### config.mk
export PLATFORM = sky130hd
export DESIGN_NAME = error_record_status
export DESIGN_NICKNAME = d
export VERILOG_FILES = /design/src/verilog/error_record_pkg.sv /design/src/verilog/status_write_filter.sv /design/src/verilog/error_event_merge.sv /design/src/verilog/error_record_status.sv
export SDC_FILE = /design/constraint.sdc
export NUM_CORES = 1
export LEC_CHECK = 0
export BUFFER_PORTS_ARGS = -buffer_cell sky130_fd_sc_hd__clkbuf_2
export CAP_MARGIN = 10
export CORE_ASPECT_RATIO = 1.75
export CORE_MARGIN = 8
export CORE_UTILIZATION = 40
export DETAILED_ROUTE_END_ITERATION = 8
export PLACE_DENSITY = 0.67
export SKIP_LAST_GASP = 1
export SLEW_MARGIN = 30
export SYNTH_ARGS = -nofsm -noshare
export SYNTH_HDL_FRONTEND = slang
export SYNTH_HIERARCHICAL = 1
export SYNTH_SLANG_ARGS = --single-unit
### constraint.sdc
create_clock -name ref_clk_i -period 7.7 [get_ports ref_clk_i]
set_input_delay 0.385 -clock ref_clk_i [delete_from_list [all_inputs] [get_ports ref_clk_i]]
set_output_delay 0.385 -clock ref_clk_i [all_outputs]
set_load 0.03 [all_outputs]
### src/verilog/error_record_pkg.sv
/*
 * Shared constants and types for the error record status logic:
 * register offsets, status bit positions, reset values, error classes
 * and the structs that carry register requests and error events.
 * Assumes a single 64-bit register port; the offsets are byte addresses.
 */
package error_record_pkg;

    // ------------------------------------------------------------
    // register map
    // ------------------------------------------------------------
    localparam int ADDR_W = 12;
    localparam logic [11:0] STATUS_OFFSET = 12'h010;
    localparam logic [11:0] SYNDROME_UPPER_OFFSET = 12'h028;

    // ------------------------------------------------------------
    // status bit positions
    // ------------------------------------------------------------
    localparam int LOCATION_VALID_BIT = 31;
    localparam int STATUS_VALID_BIT = 30;
    localparam int UNCORRECTED_BIT = 29;
    localparam int ABORT_SIGNALLED_BIT = 28;
    localparam int OVERFLOW_BIT = 27;
    localparam int MISC_VALID_BIT = 26;
    localparam int CORRECTED_MSB = 25;
    localparam int CORRECTED_LSB = 24;
    localparam int POSTPONED_BIT = 23;

    // ------------------------------------------------------------
    // corrected field codes
    // ------------------------------------------------------------
    localparam logic [1:0] CORR_NONE = 2'h0;
    localparam logic [1:0] CORR_TRANSIENT = 2'h1;
    localparam logic [1:0] CORR_GENERIC = 2'h2;
    localparam logic [1:0] CORR_PERSISTENT = 2'h3;
    localparam logic [1:0] CORR_CLEAR_ALL = 2'h3;

    // deferred errors never raise the abort flag in this node
    localparam logic ABORT_ON_POSTPONED = 1'b0;
    localparam logic [63:0] SYNDROME_UPPER_RESET = 64'h0000000000000000;

    // ------------------------------------------------------------
    // types
    // ------------------------------------------------------------
    // ordered so that a larger code is a higher priority class
    typedef enum logic [1:0] {
        CLASS_NONE = 2'h0,
        CLASS_CORRECTED = 2'h1,
        CLASS_POSTPONED = 2'h2,
        CLASS_UNCORRECTED = 2'h3
    } err_class_t;

    typedef struct packed {
        logic location_valid;
        logic status_valid;
        logic uncorrected_flag;
        logic abort_signalled;
        logic syndrome_overflow;
        logic misc_syndrome_valid;
        logic [1:0] corrected;
        logic postponed_flag;
    } status_flags_t;

    typedef struct packed {
        logic valid;
        err_class_t kind;
        logic [1:0] corr_kind;
        logic abort;
        logic addr_valid;
        logic misc_valid;
        logic [63:0] syndrome;
    } err_event_t;

    typedef struct packed {
        logic wr;
        logic rd;
        logic [11:0] addr;
        logic [63:0] wdata;
    } reg_req_t;

    typedef struct packed {
        status_flags_t status;
        logic [63:0] syndrome_upper;
        logic [63:0] rd_data;
        logic rd_valid;
    } record_state_t;

    localparam status_flags_t STATUS_RESET = '0;
    localparam record_state_t STATE_RESET = '{
        status: STATUS_RESET,
        syndrome_upper: SYNDROME_UPPER_RESET,
        rd_data: 64'h0000000000000000,
        rd_valid: 1'b0
    };

    // ------------------------------------------------------------
    // helpers
    // ------------------------------------------------------------
    function automatic err_class_t top_class(input status_flags_t s);
        err_class_t c;
        c = CLASS_NONE;
        if (s.uncorrected_flag) begin
            c = CLASS_UNCORRECTED;
        end else if (s.postponed_flag) begin
            c = CLASS_POSTPONED;
        end else if (s.corrected != CORR_NONE) begin
            c = CLASS_CORRECTED;
        end
        return c;
    endfunction

    function automatic logic [63:0] status_word(input status_flags_t s);
        logic [63:0] w;
        w = 64'h0000000000000000;
        w[LOCATION_VALID_BIT] = s.location_valid;
        w[STATUS_VALID_BIT] = s.status_valid;
        w[UNCORRECTED_BIT] = s.uncorrected_flag;
        w[ABORT_SIGNALLED_BIT] = s.abort_signalled;
        w[OVERFLOW_BIT] = s.syndrome_overflow;
        w[MISC_VALID_BIT] = s.misc_syndrome_valid;
        w[CORRECTED_MSB:CORRECTED_LSB] = s.corrected;
        w[POSTPONED_BIT] = s.postponed_flag;
        return w;
    endfunction

endpackage

### src/verilog/status_write_filter.sv
/*
 * Applies a software write to the status flags with write-one-to-clear
 * and the write-ignore protection of the valid and type bits.
 * Purely combinational; the caller registers the result.
 */
`timescale 1ns/100ps
module status_write_filter
    import error_record_pkg::*;
(
    input wire status_flags_t cur_i,
    input wire logic wr_i,
    input wire logic [63:0] wdata_i,
    output status_flags_t after_o
);

    // ------------------------------------------------------------
    // protection decode and clearing
    // ------------------------------------------------------------
    always_comb begin
        logic clr_overflow;
        logic type_ok;
        logic top_clr;
        clr_overflow = wdata_i[OVERFLOW_BIT];
        type_ok = !cur_i.syndrome_overflow || clr_overflow; // [RL8]
        top_clr = 1'b1;
        // the valid bits only move when the highest class is cleared too;
        // a class flag held by overflow is not cleared, so it protects them
        case (top_class(cur_i)) // [RL22]
            CLASS_UNCORRECTED: top_clr = wdata_i[UNCORRECTED_BIT] && type_ok;
            CLASS_POSTPONED: top_clr = wdata_i[POSTPONED_BIT] && type_ok;
            CLASS_CORRECTED: top_clr = type_ok && (wdata_i[CORRECTED_MSB:CORRECTED_LSB] == CORR_CLEAR_ALL);
            default: top_clr = 1'b1;
        endcase
        after_o = cur_i;
        if (wr_i) begin
            // no corrected counter here, so nothing else moves with overflow
            if (clr_overflow) begin
                after_o.syndrome_overflow = 1'b0; // [RL9] [RL15]
            end
            if (type_ok) begin
                if (wdata_i[UNCORRECTED_BIT]) begin
                    after_o.uncorrected_flag = 1'b0; // [RL9]
                end
                if (wdata_i[POSTPONED_BIT]) begin
                    after_o.postponed_flag = 1'b0; // [RL21]
                end
                // partial patterns leave the field alone
                if (wdata_i[CORRECTED_MSB:CORRECTED_LSB] == CORR_CLEAR_ALL) begin
                    after_o.corrected = CORR_NONE;
                end
            end
            if (top_clr) begin // [RL6]
                if (wdata_i[LOCATION_VALID_BIT]) begin
                    after_o.location_valid = 1'b0;
                end
                if (wdata_i[STATUS_VALID_BIT]) begin
                    after_o.status_valid = 1'b0;
                end
                if (wdata_i[ABORT_SIGNALLED_BIT]) begin
                    after_o.abort_signalled = 1'b0;
                end
                if (wdata_i[MISC_VALID_BIT]) begin
                    after_o.misc_syndrome_valid = 1'b0;
                end
            end
        end
    end

endmodule // status_write_filter

### src/verilog/error_event_merge.sv
/*
 * Merges one reported error into the status flags: sets the class
 * flags, decides overflow and whether the new error takes the record.
 * Combinational; expects the flags after any same-cycle write, so a
 * new error always wins over a clear.
 */
`timescale 1ns/100ps
module error_event_merge
    import error_record_pkg::*;
(
    input wire status_flags_t st_i,
    input wire err_event_t ev_i,
    output status_flags_t nxt_o,
    output logic capture_o
);

    // ------------------------------------------------------------
    // class flags, overflow and capture
    // ------------------------------------------------------------
    always_comb begin
        err_class_t top;
        logic [1:0] corr;
        top = top_class(st_i);
        // unclassified corrections are reported as plain corrected
        corr = (ev_i.corr_kind == CORR_NONE) ? CORR_GENERIC : ev_i.corr_kind; // [RL20]
        capture_o = ev_i.valid && (ev_i.kind > top);
        nxt_o = st_i;
        if (ev_i.valid && ev_i.kind != CLASS_NONE) begin
            nxt_o.status_valid = 1'b1; // [RL5]
            case (ev_i.kind)
                CLASS_UNCORRECTED: nxt_o.uncorrected_flag = 1'b1; // [RL7]
                CLASS_POSTPONED: nxt_o.postponed_flag = 1'b1; // [RL21]
                default: begin
                    if (st_i.corrected == CORR_NONE || st_i.corrected == corr) begin
                        nxt_o.corrected = corr;
                    end else begin
                        nxt_o.corrected = CORR_GENERIC;
                    end
                end
            endcase
            // equal or higher class already held: a syndrome is lost
            if (ev_i.kind <= top) begin
                nxt_o.syndrome_overflow = 1'b1; // [RL12] [RL13] [RL16]
            end else begin
                nxt_o.syndrome_overflow = 1'b0; // [RL14]
                nxt_o.location_valid = ev_i.addr_valid; // [RL4]
                nxt_o.misc_syndrome_valid = ev_i.misc_valid; // [RL18]
                nxt_o.abort_signalled = ev_i.abort && (ev_i.kind == CLASS_UNCORRECTED
                    || (ev_i.kind == CLASS_POSTPONED && ABORT_ON_POSTPONED)); // [RL10]
            end
        end
    end

endmodule // error_event_merge

### src/verilog/error_record_status.sv
/*
 * Error record status logic for one error-recording node: the primary
 * status register and the upper miscellaneous syndrome register.
 * Assumes the node's error detection and the register port run on
 * ref_clk_i; requests and events are single-cycle strobes.
 */
//
// Summary of operation
// (RL1) syndrome upper ignores writes while misc valid
// (RL2) syndrome upper is 64 bits, node defined
// (RL3) status upper bits and 19:16 read zero
// (RL4) bit 31 location valid, cold reset zero
// (RL5) bit 30 status valid set on recording
// (RL6) valid bits protected unless top class cleared
// (RL7) bit 29 set on uncorrected error
// (RL8) uncorrected flag protected while overflow set
// (RL9) flags clear on write one only
// (RL10) bit 28 set when abort returned to master
// (RL11) abort flag meaningless without its class
// (RL12) bit 27 set when syndrome is lost
// (RL13) overflow also set under higher class
// (RL14) overflow cleared by higher class recording
// (RL15) no counter, so no cross effects
// (RL16) overflow one means syndrome was discarded
// (RL17) class flags meaningless while status invalid
// (RL18) bit 26 misc valid, cold reset zero
// (RL19) software clears valid bits after reading
// (RL20) corrected field codes, unclassified gives 0b10
// (RL21) bit 23 postponed flag set and cleared
// (RL22) priority uncorrected over postponed over corrected
`timescale 1ns/100ps
module error_record_status
    import error_record_pkg::*;
(
    input wire logic ref_clk_i,
    input wire logic rst_i,
    input wire reg_req_t reg_req_i,
    input wire err_event_t err_event_i,
    output logic [63:0] rd_data_o,
    output logic rd_valid_o,
    output status_flags_t status_o
);

    // ------------------------------------------------------------
    // state and decode
    // ------------------------------------------------------------
    record_state_t state_reg;
    record_state_t state_next;
    status_flags_t written;
    status_flags_t merged;
    logic capture;
    logic status_wr;
    logic syndrome_wr;

    assign status_wr = reg_req_i.wr && (reg_req_i.addr == STATUS_OFFSET);
    assign syndrome_wr = reg_req_i.wr && (reg_req_i.addr == SYNDROME_UPPER_OFFSET);

    // ------------------------------------------------------------
    // write first, then the event, so a set beats a clear
    // ------------------------------------------------------------
    status_write_filter u_write_filter (
        .cur_i(state_reg.status),
        .wr_i(status_wr),
        .wdata_i(reg_req_i.wdata),
        .after_o(written)
    );

    error_event_merge u_event_merge (
        .st_i(written),
        .ev_i(err_event_i),
        .nxt_o(merged),
        .capture_o(capture)
    );

    // ------------------------------------------------------------
    // next state
    // ------------------------------------------------------------
    always_comb begin
        state_next = state_reg;
        state_next.status = merged;
        state_next.rd_valid = reg_req_i.rd;
        state_next.rd_data = 64'h0000000000000000;
        // stale flags are returned as stored; software checks validity
        if (reg_req_i.rd) begin // [RL11] [RL17]
            case (reg_req_i.addr)
                STATUS_OFFSET: state_next.rd_data = status_word(state_reg.status); // [RL3]
                SYNDROME_UPPER_OFFSET: state_next.rd_data = state_reg.syndrome_upper; // [RL2]
                default: state_next.rd_data = 64'h0000000000000000;
            endcase
        end
        // latest-error syndrome is locked while it is valid
        if (syndrome_wr && !state_reg.status.misc_syndrome_valid) begin // [RL1]
            state_next.syndrome_upper = reg_req_i.wdata; // [RL2]
        end
        if (capture && err_event_i.misc_valid) begin
            state_next.syndrome_upper = err_event_i.syndrome; // [RL2]
        end
    end

    // ------------------------------------------------------------
    // registers; rst_i is the cold reset
    // ------------------------------------------------------------
    always_ff @(posedge ref_clk_i) begin
        if (rst_i) begin
            state_reg <= STATE_RESET; // [RL4] [RL5] [RL18]
        end else begin
            state_reg <= state_next;
        end
    end

    // ------------------------------------------------------------
    // outputs
    // ------------------------------------------------------------
    assign rd_data_o = state_reg.rd_data;
    assign rd_valid_o = state_reg.rd_valid;
    assign status_o = state_reg.status;

    logic quiet;
    assign quiet = !reg_req_i.wr;
endmodule // error_record_status

Word level (Yosys, flattened, before mapping):

Index checks and enable logic that the tools add are counted.

* flip-flop bits (word level): 138
* input bits: 152
* output and inout bits: 74
* logic and storage cells: 85

* magnitude comparators: 2
* eq/ne operators: 9
* muxes and demuxes: 34
* bitwise gates (word level): 1
* reduce and logical (&&, ||, !) cells: 28

Operators with widths (number)
* 64-bit two-way mux: 2
* 64-bit one-hot mux with 2 select lines: 1
* 1-bit two-way mux: 18
* 2-bit two-way mux: 9
* 9-bit two-way mux: 2
* 2-bit nonzero test: 8
* 12-bit by 5-bit == test with 1-bit output, second input constant: 1
* 12-bit by 6-bit == test with 1-bit output, second input constant: 1
* 2-bit == test, second input constant: 5
* 1-bit logical AND: 10
* 2-bit zero test: 2
* 2-bit OR reduction: 2
* 3-bit two-way mux: 1
* 1-bit one-hot mux with 3 select lines: 1
* 3-bit AND reduction: 1
* 2-bit by 1-bit == test with 1-bit output, second input constant: 1
* 2-bit == test: 1
* 2-bit greater-than comparator: 1
* 2-bit less-or-equal comparator: 1
* 1-bit zero test: 2
* 1-bit logical OR: 2
* 2-bit AND reduction: 1
* 1-bit NOT: 1

Depth between registers and ports, before layout:

* word-level depth: 16
* depth in mapped cells: 14
* mapped depth without buffers: 12

Hierarchy:

Netlist, hierarchy kept.

By module, submodules not included
* error_record_status: times used 1, cells an instance 541, area an instance 6145.9 um^2, sequential area each 2762.6 um^2
* error_event_merge: times used 1, cells an instance 27, area an instance 236.5 um^2, sequential area each 0.0 um^2
* status_write_filter: times used 1, cells an instance 27, area an instance 182.7 um^2, sequential area each 0.0 um^2

Least setup slack after synthesis:

Ideal clock, no wire load.

* path type: input -> register
* from: input port reg_req_i[70] (netlist bit)
* to: register state_reg[100] (netlist bit)
* library setup time: 0.141 ns
* arrival time: 3.085 ns
* required time: 7.559 ns
* path slack: 4.475 ns
* stages: 14
* buffers on the path: 2
* cell sequence: nor4_4 > nand3_1 > nor2_1 > inv_1 > o31a_1 > nor2_1 > ha_1 > nor2b_2 > o211a_1 > nand2_1 > buf_4 > clkbuf_1 > mux2i_1 > o31ai_2

RTL lines
* start, declared: RTL line error_record_status.sv:37 `input wire reg_req_t reg_req_i,`
* end signal, assigned: RTL line error_record_status.sv:107 `state_reg <= state_next;`
* end, declared: RTL line error_record_status.sv:47 `record_state_t state_reg;`

==> key figures <==
Outcome
  • Status: finished clean

Critical path
  • Critical path class: in2reg
  • CP cell instances: clkbuf_2, nor4_4, nand3_1, nor2_1, inv_1, o31a_1, nor2_1, ha_1, nor2b_2, o211a_1, nand2_4, buf_4, mux2i_1, o31ai_2
  • Critical Path Fanout Max: 72
  • WP data arrival: 4.50 ns
  • Worst path max stage delay: 0.82 ns
  • Critical Path Most Common Cell: nor2_1
  • Critical path endpoint category: flop
  • Crit path max-delay cell type: buf_4
  • WP buf/inv: 3
  • Delay-heaviest family, CP: simple AND/OR/NAND/NOR gates
  • Crit start category: input port
  • Critical Path RT: 7.96 ns

Global routing
  • Total track usage: 16.0%
  • First-pass GRT wire length: 26600 µm
  • Pin count of the biggest net entering global routing: 75
  • Initial antenna violation count: 0
  • Global route total overflow: 0
  • Number of global-route vias before repair: 5251

Final layout
  • Fin nets: 876
  • Most common cell after layout, fill and taps aside: clkbuf_2
  • Diode count: 0
  • Post-route insts no fill: 927
  • Post-route cell area: 7850 µm²
  • Share of post-route cells with drive strength above 1: 45.9%
  • Most frequent cells in the layout: clkbuf_2, dfxtp_1, nand4b_1
  • Area Overhead vs Synth: 19.5%

Place
  • Placed insts: 895
  • Worst slack, placed: 3.13 ns
  • Half-perimeter wire length after placement: 12100 µm
  • Dpl cell area: 7200 µm²
  • Port bufs: 225
  • GPL Wtd Cong: 0.827

Clock tree
  • Root Buffer: clkbuf_16
  • Num CTS Buffers: 17
  • PostCTS Resize Cnt: 0
  • CTS Sinks: 138
  • H-tree Lvls: 4
  • Hold_buf cts: 0
  • CTS tree: done
  • Clk buf depth: 2
  • CTS clock-pin slew for the worst setup and hold paths: 0.06 ns
  • Post-CTS Setup Bufs: 0
  • Clk_lat worst skew: 0.40 ns

Power and ir drop
  • Pwr/cell area: 235 nW/µm²
  • Leakage power: 3.72 nW
  • Peak VDD IR: 0.122 mV

Synthesis
  • Mapped Area: 6570 µm²
  • Synth Area per Inst: 11.0 µm²
  • Seq/Total Area, Yosys: 42.1%
  • Syn nets: 749
  • Post-synth EDFFs: 0
  • Synth warnings: 6
  • Main synth FF type: dfxtp_1
  • Yosys reg bits: 138
  • Synth unique cells: 44
  • Asr flop ratio synth: 0%
  • Post-Syn Instances: 595

Timing
  • Skew final: 0.00617 ns
  • Slew Limit Fails: 0
  • Final worst setup slack: 3.46 ns
  • Actual slew at the worst max-slew pin: 0.945 ns
  • Rel. slew slack: 37.0%
  • TNS Setup: 0 ns
  • Final worst path period share: 55.1%
  • Fin Hold WS: 0.246 ns
  • RSZ-0062 raised after global routing: no
  • Endpoints failing setup: 0
  • Min Tclk post-route: 4.24 ns
  • Highest clock rate: 236 MHz
  • Final Hold Viols: 0

Floorplanning
  • Die Wd: 113 µm
  • Vertical die dimension: 185 µm
  • Total die area: 20900 µm²
  • Core Box Area: 16200 µm²
  • Initial core utilization: 40.5%
  • IO Pins: 226
  • Std-Cell Rows: 62

Detailed routing
  • DR vias/cell: 5.31
  • DR vias: 4921
  • WL per Instance: 18.2 µm
  • Overall routed net length: 16900 µm
  • Drt drc: 0
  • Remaining antenna violation count: 0
  • DR iter-0 viols: 208
  • Drt pass-1 iters: 6

Job
  • Max_cap viols: 0

Min path
  • Worst min-delay path category: in2reg
==> kinds of logic (layout without fill, tap and decap cells) <==
group                      count (synthesis)  count (layout)  share of synthesized area [%]
xor gates and xnor gates                   1               1                          0.133
DFF                                      138             138                           42.1
buffers and inverters                    126             266                           12.4
and+or+nand+nor                          164             164                           18.1
adders and majority gates                  2               2                          0.381
AOI/OAI and AO/OA                         97              97                           16.5
muxes                                     67              67                           10.4
==> final timing paths <==
check	startpoint	endpoint	slack [ns]	cells past startpoint
max	reg_req_i[70]	state_reg[91]	3.46	14
min	reg_req_i[76]	rd_valid_o	0.25	2
max reg2reg	status_o[4]	state_reg[91]	3.66	10
min reg2reg	state_reg[79]	rd_data_o[14]	0.45	1
==> power by group <==
part           switching (mW)  internal [mW]  total [mW]  leakage, nW
logic                   0.108         0.0912       0.200         2.30
clock network           0.312          0.579       0.891        0.309
registers              0.0136          0.737       0.751         1.12
==> cells in the mapped netlist, types with 2 or more instances <==
cell	count	area [µm²]
dfxtp_1	138	2760
buf_4	74	556
nand4b_1	65	569
mux2i_1	64	641
o31ai_2	60	751
and2_1	56	350
clkbuf_1	30	113
nor2b_1	13	81.3
a22o_1	9	78.8
nand2_1	9	33.8
buf_6	7	78.8
nor2_1	7	26.3
clkbuf_2	5	25.0
a41oi_1	4	35.0
inv_1	4	15.0
o31ai_1	4	30.0
o41ai_1	4	35.0
a21boi_0	3	22.5
buf_1	3	11.3
buf_2	3	15.0
mux2_4	3	45.0
and3_2	2	15.0
ha_1	2	25.0
nand3_1	2	10.0
nand3b_1	2	15.0
nor4_4	2	42.5
o21bai_1	2	15.0
o31a_1	2	17.5
==> metrics by stage <==
| stage | power, mW | utilization (%) |
|---|---|---|
| floorplan | 0.901 | - |
| global placement | 0.957 | 44.3 |
| detailed placement | 0.967 | 44.4 |
| CTS | 1.87 | 48.4 |
| global route | 1.92 | 48.4 |
| finish | 1.84 | 48.4 |
==> layout make-up <==
class / instances / area (µm²)
Clock buffer: 19 / 433
Clock inverter: 13 / 214
Fill cell: 1503 / 8370
Inverter: 4 / 15.0
Multi-Input combinational cell: 331 / 3000
Sequential cell: 138 / 2760
Tap cell: 192 / 240
Timing Repair Buffer: 230 / 1180
==> worst reg2reg max path: stages, from the launching register on <==
cell and delay [ns]:
dfxtp_1 0.41, nor2b_1 0.48, o31a_1 0.24, nor2_1 0.07, ha_1 0.29, nor2b_2 0.19
o211a_1 0.24, nand2_4 0.60, buf_4 0.85, mux2i_1 0.45, o31ai_2 0.08
==> layer usage <==
layer	track usage (%)	up-vias	share of wire [%]
li1	-	2352	-
met1	15.8	2334	37
met2	29.5	198	54
met3	4.32	37	6.0
met4	8.74	0	3.3
met5	0	-	0
No activity file was read; power rests on OpenSTA's default activity.
